<file path="src/include/tpd_consts.svh">
/*
  offsets, field positions, reset values and scale codes for the touch pattern detector.
  assumes nothing beyond a plain include by bare name.
*/
`ifndef TPD_CONSTS_SVH
`define TPD_CONSTS_SVH

`define TPD_ADDR_W 8
`define TPD_OFF_PATTERN_CONFIG 8'h2b
`define TPD_OFF_PATTERN_SELECT 8'h2d
`define TPD_OFF_BASELINE_RANGE 8'h2e
`define TPD_RST_PATTERN_CONFIG 8'h00
`define TPD_RST_PATTERN_SELECT 8'h3f
`define TPD_RST_BASELINE_RANGE 8'h00
`define TPD_BIT_DETECT_ENABLE 7
`define TPD_BIT_TH_SEL_HI 3
`define TPD_BIT_TH_SEL_LO 2
`define TPD_BIT_MATCH_MODE 1
`define TPD_BIT_ALERT_ENABLE 0
`define TPD_TH_CODE_12P5 2'h0
`define TPD_TH_CODE_25 2'h1
`define TPD_TH_CODE_37P5 2'h2
`define TPD_TH_CODE_100 2'h3
`define TPD_SEL_MASK 8'h3f
`define TPD_CFG_MASK 8'h8f

`endif

</file>
<file path="src/include/tpd_pkg.sv">
/*
  types for the touch pattern detector.
  assumes tpd_consts.svh for numeric values.
*/
package tpd_pkg;

  typedef struct packed {
    logic detect_enable;
    logic [1:0] th_select;
    logic match_mode;
    logic alert_enable;
  } tpd_config_t;

  typedef struct packed {
    logic write;
    logic read;
    logic [7:0] addr;
    logic [7:0] wdata;
  } tpd_reg_req_t;

  typedef enum logic {
    TPD_MODE_COUNT,
    TPD_MODE_SPECIFIC
  } tpd_mode_t;

endpackage : tpd_pkg

</file>
<file path="src/tpd_detector.sv">
/*
  touch pattern detector: per-cycle pattern/count match, blocking, event flag,
  alert, and baseline out-of-range status with summary bit.
  assumes the serial port delivers one-cycle register strobes, and the sensing
  core gives a cycle-end strobe with deltas, thresholds and noise flags valid.
*/
`timescale 1ns/1ps
`include "tpd_consts.svh"

module tpd_detector #(
  parameter int NUM_INPUTS = 6,
  parameter int DELTA_W = 8
) (
  input wire logic i_clk,
  input wire logic i_reset,
  input wire logic i_enable,
  input wire tpd_pkg::tpd_reg_req_t i_reg_req,
  input wire logic i_cycle_end,
  input wire logic [NUM_INPUTS*DELTA_W-1:0] i_delta,
  input wire logic [NUM_INPUTS*7-1:0] i_touch_threshold,
  input wire logic [6:0] i_standby_threshold,
  input wire logic [NUM_INPUTS-1:0] i_standby_input,
  input wire logic [NUM_INPUTS-1:0] i_noise_flag,
  input wire logic [NUM_INPUTS-1:0] i_baseline_out,
  input wire logic i_event_clear,
  output logic [7:0] o_rdata,
  output logic o_rvalid,
  output logic o_touch_block,
  output logic o_pattern_event_flag,
  output logic o_alert,
  output logic o_baseline_out_of_range_summary
);

  logic [7:0] config_reg;
  logic [7:0] select_reg;
  logic [7:0] baseline_reg;
  logic [7:0] rdata_reg;
  logic rvalid_reg;
  logic block_reg;
  logic flag_reg;
  logic alert_reg;
  logic summary_reg;
  logic cond_reg;

  tpd_pkg::tpd_config_t cfg;
  assign cfg.detect_enable = config_reg[`TPD_BIT_DETECT_ENABLE];
  assign cfg.th_select = config_reg[`TPD_BIT_TH_SEL_HI:`TPD_BIT_TH_SEL_LO];
  assign cfg.match_mode = config_reg[`TPD_BIT_MATCH_MODE];
  assign cfg.alert_enable = config_reg[`TPD_BIT_ALERT_ENABLE];

  function automatic logic [DELTA_W+2:0] scale_th(input logic [6:0] th, input logic [1:0] sel);
    logic [DELTA_W+2:0] base8;
    base8 = (DELTA_W+3)'(th);
    unique case (sel)
      `TPD_TH_CODE_12P5: scale_th = base8;
      `TPD_TH_CODE_25: scale_th = base8 << 1;
      `TPD_TH_CODE_37P5: scale_th = (base8 << 1) + base8;
      `TPD_TH_CODE_100: scale_th = base8 << 3;
    endcase
  endfunction : scale_th

  function automatic logic [3:0] pop_count(input logic [NUM_INPUTS-1:0] v);
    logic [3:0] n;
    n = 4'h0;
    for (int k = 0; k < NUM_INPUTS; k++) begin
      n = n + 4'(v[k]);
    end
    pop_count = n;
  endfunction : pop_count

  // qualifying vector, compared in eighths of a threshold
  logic [NUM_INPUTS-1:0] qualify;
  genvar g;
  generate
    for (g = 0; g < NUM_INPUTS; g++) begin : g_qual
      wire logic [6:0] own_th = i_touch_threshold[g*7 +: 7];
      wire logic [6:0] use_th = i_standby_input[g] ? i_standby_threshold : own_th;
      wire logic [DELTA_W+2:0] th8 = scale_th(use_th, cfg.th_select);
      wire logic [DELTA_W+2:0] delta8 = {i_delta[g*DELTA_W +: DELTA_W], 3'h0};
      assign qualify[g] = (delta8 > th8) || i_noise_flag[g];
    end
  endgenerate

  wire logic [NUM_INPUTS-1:0] pattern = select_reg[NUM_INPUTS-1:0];
  wire tpd_pkg::tpd_mode_t mode = tpd_pkg::tpd_mode_t'(cfg.match_mode);
  wire logic count_hit = pop_count(qualify) >= pop_count(pattern);
  wire logic specific_hit = (qualify & pattern) == pattern;
  wire logic mode_hit = (mode == tpd_pkg::TPD_MODE_SPECIFIC) ? specific_hit : count_hit;
  wire logic hit = cfg.detect_enable && mode_hit;

  wire logic eval = i_enable && i_cycle_end;
  wire logic cond_next = eval ? hit : (cond_reg && cfg.detect_enable);
  wire logic new_event = eval && hit;
  wire logic clear_ok = i_event_clear && !cond_next;
  wire logic flag_next = new_event || (flag_reg && !clear_ok);

  wire logic wr_cfg = i_reg_req.write && i_reg_req.addr == `TPD_OFF_PATTERN_CONFIG;
  wire logic wr_sel = i_reg_req.write && i_reg_req.addr == `TPD_OFF_PATTERN_SELECT;
  wire logic [7:0] cfg_wmask = `TPD_CFG_MASK;
  wire logic [7:0] read_mux =
    (i_reg_req.addr == `TPD_OFF_PATTERN_CONFIG) ? (config_reg & cfg_wmask) :
    (i_reg_req.addr == `TPD_OFF_PATTERN_SELECT) ? select_reg :
    (i_reg_req.addr == `TPD_OFF_BASELINE_RANGE) ? baseline_reg : 8'h00;
  wire logic [7:0] baseline_next = {2'h0, i_baseline_out};

  always_ff @(posedge i_clk or posedge i_reset) begin
    if (i_reset) begin
      config_reg <= `TPD_RST_PATTERN_CONFIG;
      select_reg <= `TPD_RST_PATTERN_SELECT;
    end else if (i_enable) begin
      if (wr_cfg) begin
        config_reg <= i_reg_req.wdata & cfg_wmask;
      end
      if (wr_sel) begin
        select_reg <= i_reg_req.wdata & `TPD_SEL_MASK;
      end
    end
  end

  always_ff @(posedge i_clk or posedge i_reset) begin
    if (i_reset) begin
      rdata_reg <= 8'h00;
      rvalid_reg <= 1'b0;
      baseline_reg <= `TPD_RST_BASELINE_RANGE;
      summary_reg <= 1'b0;
    end else if (i_enable) begin
      rvalid_reg <= i_reg_req.read;
      if (i_reg_req.read) begin
        rdata_reg <= read_mux;
      end
      baseline_reg <= baseline_next;
      summary_reg <= |i_baseline_out;
    end
  end

  always_ff @(posedge i_clk or posedge i_reset) begin
    if (i_reset) begin
      cond_reg <= 1'b0;
      block_reg <= 1'b0;
      flag_reg <= 1'b0;
      alert_reg <= 1'b0;
    end else if (i_enable) begin
      cond_reg <= cond_next;
      block_reg <= cond_next;
      flag_reg <= flag_next;
      alert_reg <= flag_next && cfg.alert_enable;
    end
  end

  assign o_rdata = rdata_reg;
  assign o_rvalid = rvalid_reg;
  assign o_touch_block = block_reg;
  assign o_pattern_event_flag = flag_reg;
  assign o_alert = alert_reg;
  assign o_baseline_out_of_range_summary = summary_reg;

endmodule : tpd_detector

</file>
<file path="config.mk">
export PLATFORM = sky130hd
export DESIGN_NAME = tpd_detector
export DESIGN_NICKNAME = d
export VERILOG_FILES = /design/src/include/tpd_pkg.sv /design/src/tpd_detector.sv
export VERILOG_INCLUDE_DIRS = /design/src /design/src/include
export SDC_FILE = /design/constraint.sdc
export NUM_CORES = 1
export LEC_CHECK = 0
export BUFFER_PORTS_ARGS = -buffer_cell sky130_fd_sc_hd__buf_2
export CORE_MARGIN = 8
export CORE_UTILIZATION = 40
export CTS_CLUSTER_DIAMETER = 40
export CTS_CLUSTER_SIZE = 40
export DETAILED_ROUTE_END_ITERATION = 10
export PLACE_DENSITY = 0.65
export SLEW_MARGIN = 20
export SYNTH_ARGS = -nofsm -noshare
export SYNTH_HDL_FRONTEND = slang
export SYNTH_SLANG_ARGS = --single-unit
</file>
<file path="constraint.sdc">
create_clock -name i_clk -period 7.15 [get_ports i_clk]
set_input_delay 0.3575 -clock i_clk [delete_from_list [all_inputs] [get_ports i_clk]]
set_output_delay 0.3575 -clock i_clk [all_outputs]
set_load 0.05 [all_outputs]
</file>
==> flow_summary.ini, run 1 <==
[sta]
holdWs_ns = 0.150
final.min_clock_period_ns = 6.75
drv_slew = 0
fmax_mhz = 148
setup_viol = 0
setup_tns_ns = 0
grt_setup_unrepaired = false
slew_headroom_pct = 36.4
fin_skew_ns = 0.00369
worst_slew_pin_slew_ns = 0.930
hold_viol = 0
fin_crit_sh_pct = 94.4

[worst_setup_path]
end_kind = flip-flop
critPathKind = in -> reg
r2r_start = config_reg[3]
r2r_cells = 22
worstReg2RegEnd = o_alert
worstPathArrival_ns = 6.96
cp-start-kind = primary input
critPathMaxFanout = 7
critPathSlowestCell = fa_1
critical_path_required_ns = 7.36
worst_path_largest_cell_delay_ns = 0.55
r2r_setup_slack_ns = 1.05

[cts]
path_clk_slew_ns = 0.05
cts_made_buffers = 5
clockBufferDepth = 2
cts_tree = built
clk_latency_ns = 0.27
cts_hold_repair.buffers = 0
root_buffer = clkbuf_16
numClockSinks = 29
htree_levels = 2

[logic_synthesis]
yosys_register_bits = 29
synth.avg_cell_area_um2 = 8.32
ys_seq_area_share_pct = 13.2
netlist_area_mm2 = 0.00556
yosysUniqueCellTypes = 64
ys_warn_count = 0
dominantRegCellSynth = dfrtp_1
syn-num-nets = 907
synthCells = 668
ys_async_sr_fraction_pct = 100
synth_edf_count = 0

[floorplanning]
io_pins = 151
die_h_um = 134
fp.coreArea_mm2 = 0.0137
dieArea_mm2 = 0.0179
start_util_pct = 40.5
rows = 43
fp.dieW_um = 134

[final_layout]
mostFrequentLayoutCell = buf_2
nNetsFinal = 1045
syn_to_final_growth_pct = 20.1
drive_gt1_share_pct = 29.2
final_cell_mix = buf_2 (148), ha_1 (89), a21oi_1 (72)
final_cells = 987
num_antenna_cells = 0
largest_register_ffs = 7
fill_cells = 1380

[global_routing]
grt_pass1_wl_um = 27200
antenna_found_initial = 2
grt_max_degree = 42
grt.overflow.total = 0
grt_use_total_pct = 18.2
grt_pass1_vias = 5542

[min_path]
hold_path_class = in -> async

[power]
vdd_ir_drop_max_uv = 168
power_density_mw_per_mm2 = 115
p_leak_uw = 0.00320

[detailed_routing]
vias = 5389
wl_per_cell_um = 16.8
antenna_left = 0
avgViaCountPerCell = 5.46
firstDrtPassIters = 5
drt_iter0_markers = 276
drc = 0
wirelength_um = 16600

[place]
io_buffers = 148
place_congestion = 0.881
dp.cells = 977
place_hpwl_um = 13700

[status]
status = completed

[run]
max-cap-violations = 0
[critical path, delay by kind of cell]
kind | cells | cell delay [ns]
adder cells (fa/ha/maj) | 8 | 2.87
AND/OR/NAND/NOR | 6 | 1.32
multiplexers | 1 | 0.44
buffers and inverters | 4 | 0.38
XOR/XNOR | 1 | 0.12
AO/OA/AOI/OAI | 10 | 1.46
[logic make-up (layout without fill, tap and decap cells)]
kind of cell / after synthesis / in the layout / synth area share (%)
adder cells (fa/ha/maj): 101 / 101 / 24.4
buffers and inverters: 87 / 226 / 6.64
multiplexers: 62 / 62 / 12.9
XOR/XNOR: 30 / 30 / 4.73
AND/OR/NAND/NOR: 159 / 159 / 14.9
AO/OA/AOI/OAI: 199 / 199 / 23.1
flip-flops: 29 / 29 / 13.2
other: 1 / 1 / 0.0675
[cells in the mapped netlist (7+ instances only)]
cell type   n  area share, %
ha_1       89             20
a21oi_1    72            6.5
inv_1      54            3.6
nor2_1     43            2.9
nand2_1    39            2.6
mux2_2     32            6.5
a211oi_1   30            4.1
xnor2_1    26            4.1
mux2i_1    25            4.5
dfrtp_1    23             10
o21ai_0    20            1.8
clkbuf_1   19            1.3
o21bai_1   18            2.4
a21o_1     14            1.9
nor3_1     13            1.2
fa_1       12            4.3
a31oi_1     8           0.90
nand3_1     8           0.72
nand4_1     7           0.79
nor2b_1     7           0.79
or3_1       7           0.79
[what timing repair did]
action	4_1_cts	5_1_grt
setup buffers	0	2
endpoints found under the setup margin	0	3
gates resized for setup	0	13
[stage by stage]
stage | worst slack [ns] | power [µW] | area (µm²) | util [%]
after floorplan | 0.573 | 454 | 5560 | -
after global placement | 0.156 | 553 | 6460 | 47.1
after detailed placement | 0.0329 | 559 | 6460 | 47.1
after CTS | 0.267 | 768 | 6610 | 48.2
after global routing | 0.000710 | 834 | 6670 | 48.6
final | 0.400 | 769 | 6670 | 48.6
[cell type report]
| type | count | area [µm²] | area share, % |
|---|---|---|---|
| well taps | 180 | 225 | 3.38 |
| flip-flops and latches | 29 | 736 | 11.0 |
| repair buffers | 163 | 853 | 12.8 |
| inverters | 55 | 206 | 3.09 |
| clock buffers | 8 | 146 | 2.19 |
| multi-input cells | 552 | 4510 | 67.5 |
[how the worst max path moves through the flow]
stage	slack, ns	start	to
finish	0.40	i_standby_input[1]	o_alert
global route	0.0007	i_standby_input[3]	o_alert
CTS	0.27	i_standby_input[3]	o_alert
detailed placement	0.03	i_standby_input[3]	o_alert
global placement	0.16	i_standby_input[3]	o_alert
floorplan	0.57	i_standby_input[3]	o_alert
[metal layers]
metal | global-route usage, % | vias to the layer above | share of wire, %
met5 | 0 | - | 0.13
met2 | 32.0 | 140 | 48
met4 | 3.06 | 4 | 1.3
met1 | 22.9 | 2485 | 45
met3 | 3.33 | 20 | 5.6
li1 | - | 2740 | -
[report_power, final]
| part | leakage, µW | internal, µW | switching, µW |
|---|---|---|---|
| clock | 0.0000712 | 138 | 67.0 |
| sequential | 0.000359 | 172 | 7.20 |
| combinational | 0.00277 | 177 | 208 |
| total | 0.00320 | 487 | 282 |
No activity file was read; power rests on OpenSTA's default activity.
==> run 2, diff against run 1 <==
--- a/config.mk
+++ b/config.mk
@@ -8,11 +8,12 @@
 export LEC_CHECK = 0
 export BUFFER_PORTS_ARGS = -buffer_cell sky130_fd_sc_hd__buf_2
 export CORE_MARGIN = 8
-export CORE_UTILIZATION = 40
+export CORE_UTILIZATION = 50
+export CTS_BUF_LIST = sky130_fd_sc_hd__clkbuf_16
 export CTS_CLUSTER_DIAMETER = 40
-export CTS_CLUSTER_SIZE = 40
+export CTS_CLUSTER_SIZE = 30
 export DETAILED_ROUTE_END_ITERATION = 10
-export PLACE_DENSITY = 0.65
+export PLACE_DENSITY = 0.78
 export SLEW_MARGIN = 20
 export SYNTH_ARGS = -nofsm -noshare
 export SYNTH_HDL_FRONTEND = slang
==> flow_summary.ini, run 2 (same netlist as run 1, synthesis figures left out) <==
[power]
fin_total_pwr_uw = 803
p_leak_uw = 0.00318
power_density_mw_per_mm2 = 121
vdd_ir_drop_max_uv = 171

[sta]
fin_skew_ns = 0.00374
slew_headroom_pct = 42.9
fin_crit_sh_pct = 96.4
fmax_mhz = 145
setup_tns_ns = 0
drv_slew = 0
hold_viol = 0
layout_setup_ws_ns = 0.255
worst_slew_pin_slew_ns = 0.835
setup_viol = 0
final.min_clock_period_ns = 6.90

[cts]
path_clk_slew_ns = 0.05
cts_hold_repair.buffers = 0
clk_latency_ns = 0.27
cts_made_buffers = 5
htree_levels = 2
numClockSinks = 29
clockBufferDepth = 2
cts_tree = built
root_buffer = clkbuf_16

[worst_setup_path]
critPathMaxFanout = 9
r2r_start = config_reg[2]
worstPathArrival_ns = 7.11
critPathTopFamily = adder cells
cpMostUsedCell = ha_1
cp-start-kind = primary input
critical_path_required_ns = 7.36
critPathSlowestCell = fa_1
cp_num_buf_inv = 4
worstReg2RegEnd = o_alert
r2r_cells = 21
end_kind = flip-flop
critPathKind = in -> reg
r2r_setup_slack_ns = 1.09
worst_path_largest_cell_delay_ns = 0.57
startpoint = i_standby_input[3]

[floorplanning]
fp.dieW_um = 121
dieArea_mm2 = 0.0147
start_util_pct = 51.3
rows = 38
io_pins = 151
die_h_um = 121
fp.coreArea_mm2 = 0.0108

[global_routing]
grt_use_total_pct = 23.0
grt_pass1_wl_um = 27900
grt_pass1_vias = 5921
grt.overflow.total = 0
antenna_found_initial = 1
grt_max_degree = 77

[final_layout]
fin_area_mm2 = 0.00662
mostFrequentLayoutCell = buf_2
fin_util_pct = 61.0
fill_cells = 960
final_cell_mix = buf_2 (146), ha_1 (89), a21oi_1 (72)
largest_register_ffs = 7
drive_gt1_share_pct = 28.9
nNetsFinal = 1038
syn_to_final_growth_pct = 19.1

[detailed_routing]
wirelength_um = 17600
antenna_left = 0
vias = 5729
wl_per_cell_um = 18.7
drt_iter0_markers = 298
drc = 0
avgViaCountPerCell = 6.09
firstDrtPassIters = 5

[place]
dpl_cell_area_mm2 = 0.00636
io_buffers = 148
place_congestion = 0.884
dp_slack_ns = -0.197
place_hpwl_um = 14100

[min_path]
hold_path_class = in -> async

[run]
max-cap-violations = 0

[status]
status = completed
[run 2: cell types whose count changed in the layout (fill, tap and decap cells not counted), sizes merged]
cell / delta
buf: -8
clkbuf: -2
bufinv: +1
clkinv: +1
diode: +1
inv: +1
[run 2: per-layer routing]
metal	global-route usage [%]	vias to the layer above	routed length (µm)
met5	0	-	0
met3	4.14	44	1360
li1	-	2728	-
met1	27.6	2727	7220
met4	9.33	0	536
met2	39.5	230	8450
[run 2: area by class of cell]
class	instances	area, µm²	share of cell area [%]
tap	140	175	2.65
antenna	1	2.50	0.0378
multi-input combinational	552	4530	68.4
sequential	29	736	11.1
timing repair buffer	156	806	12.2
inverter	55	206	3.12
clock inverter	3	37.5	0.567
clock buffer	5	125	1.89
[run 2: timing repair]
item | in CTS | in global routing
buffers inserted | 0 | 1
resized for setup | 0 | 19
endpoints found under the setup margin | 0 | 3
[run 2: power by group]
part	internal [µW]	switching, µW
clock network	161	67.0
registers	172	6.09
logic	178	218
total	512	291
[run 2: worst max path at each step]
stage / cells after the start / endpoint / slack, ns
6_report: 30 / o_alert / 0.25
5_1_grt: 31 / o_alert / -0.04
4_1_cts: 30 / o_alert / 0.03
3_5_place_dp: 30 / o_alert / -0.20
3_3_place_gp: 30 / o_alert / 0.02
2_1_floorplan: 29 / o_alert / 0.57
[run 2: through the flow]
| stage | instances | hold WS [ns] |
|---|---|---|
| 2_1_floorplan | 668 | 0.431 |
| 3_3_place_gp | 931 | 0.462 |
| 3_5_place_dp | 931 | 0.471 |
| 4_1_cts | 939 | 0.310 |
| 5_1_grt | 941 | 0.202 |
| 6_report | 941 | 0.155 |
==> run 3, diff against run 2 <==
--- a/config.mk
+++ b/config.mk
@@ -7,6 +7,7 @@
 export NUM_CORES = 1
 export LEC_CHECK = 0
 export BUFFER_PORTS_ARGS = -buffer_cell sky130_fd_sc_hd__buf_2
+export CORE_ASPECT_RATIO = 1.2
 export CORE_MARGIN = 8
 export CORE_UTILIZATION = 50
 export CTS_BUF_LIST = sky130_fd_sc_hd__clkbuf_16
==> flow_summary.ini, run 3 (same netlist as run 1, synthesis figures left out) <==
[final_layout]
drive_gt1_share_pct = 29.2
fill_cells = 989
final_cell_mix = buf_2 (146), ha_1 (89), a21oi_1 (72)
regArea_um2 = 736
largest_register_ffs = 7
multiInputGateArea_mm2 = 0.00452
syn_to_final_growth_pct = 19.0
mostFrequentLayoutCell = buf_2
nNetsFinal = 1042

[cts]
path_clk_slew_ns = 0.05
htree_levels = 2
cts_resized = 0
cts_made_buffers = 5
cts_tree = built
clk_latency_ns = 0.28
clockBufferDepth = 2
cts_hold_repair.buffers = 0
root_buffer = clkbuf_16
numClockSinks = 29
cts_setup_buffers = 0

[global_routing]
grt_pass1_wl_um = 27400
grt_use_total_pct = 22.1
grt.overflow.total = 0
antenna_found_initial = 4
grt_max_degree = 70
grt_pass1_vias = 5881

[floorplanning]
dieArea_mm2 = 0.0148
start_util_pct = 50.8
die_h_um = 131
fp.dieW_um = 112
io_pins = 151
fp.coreArea_mm2 = 0.0109
rows = 42

[detailed_routing]
vias = 5696
avgViaCountPerCell = 6.07
wirelength_um = 17000
firstDrtPassIters = 5
drt_iter0_markers = 269
drc = 0
antenna_left = 0
wl_per_cell_um = 18.2

[sta]
drv_slew = 0
fin_crit_sh_pct = 94.5
holdWs_ns = 0.147
setup_viol = 0
fmax_mhz = 148
worst_slew_pin_slew_ns = 0.800
fin_skew_ns = 0.00633
setup_tns_ns = 0
hold_viol = 0
slew_headroom_pct = 46.5
final.min_clock_period_ns = 6.75

[worst_setup_path]
critPathSlowestCell = fa_1
worstPathArrival_ns = 6.97
r2r_start = config_reg[3]
critical_path_required_ns = 7.37
cp-start-kind = primary input
critPathKind = in -> reg
critPathMaxFanout = 8
worst_path_largest_cell_delay_ns = 0.56
end_kind = flip-flop
startpoint = i_standby_threshold[1]
r2r_cells = 23

[run]
max-cap-violations = 0

[status]
status = completed

[power]
p_leak_uw = 0.00318
vdd_ir_drop_max_uv = 197
power_density_mw_per_mm2 = 115

[place]
place_hpwl_um = 13800
io_buffers = 148
place_congestion = 0.938

[min_path]
hold_path_class = in -> async
-- run 3: cell types whose count changed in the layout (fill, tap and decap cells not counted), sizes merged --
| cell | delta |
|---|---|
| inv | -1 |
| buf | +4 |
| clkinv | +2 |
| bufinv | -1 |
| diode | +1 |
-- run 3: layout make-up --
cell class | instances | share of cell area (%)
Tap cell | 132 | 2.50
Sequential cell | 29 | 11.1
Antenna cell | 2 | 0.0757
Timing Repair Buffer | 160 | 12.6
Clock inverter | 3 | 0.189
Multi-Input combinational cell | 552 | 68.4
Inverter | 55 | 3.12
Clock buffer | 5 | 1.89
-- run 3: final timing paths --
check / to / slack [ns]
max in group asynchronous: config_reg[2] / 6.58
max: o_alert / 0.40
max reg2reg: o_alert / 1.23
min: config_reg[3] / 0.15
min in group i_clk: config_reg[7] / 0.32
min reg2reg: o_rdata[5] / 0.48
-- run 3: where the power goes --
| part | total [µW] | switching (µW) | internal [µW] |
|---|---|---|---|
| Sequential | 178 | 5.53 | 172 |
| Clock | 193 | 67.8 | 125 |
| Combinational | 392 | 213 | 179 |
-- run 3: metrics by stage --
| step | setup WS, ns | cell area [µm²] | std cells | total power (µW) | utilization (%) |
|---|---|---|---|---|---|
| finish | 0.396 | 6610 | 938 | 763 | 60.5 |
| global placement | 0.121 | 6390 | 928 | 541 | 58.5 |
| floorplan | 0.573 | 5560 | 668 | 454 | - |
| global route | -0.00407 | 6610 | 937 | 818 | 60.5 |
| CTS | 0.205 | 6530 | 936 | 758 | 59.7 |
| detailed placement | -0.0200 | 6390 | 928 | 560 | 58.5 |
-- run 3: layer usage --
metal	part of all wire (%)	track usage, %	vias up	routed length [µm]
li1	-	-	2740	-
met1	40	24.6	2667	6770
met2	49	38.9	228	8270
met3	8.1	6.10	55	1380
met4	3.4	8.72	6	583
met5	0.22	0	-	37
-- run 3: critical path, delay by kind of cell --
family          cells  cell delay, ns
simple gates        6            1.35
fa+ha+maj           8            2.93
compound gates     10            1.53
xor+xnor            1            0.12
buf+inv             5            0.51
mux                 1            0.18
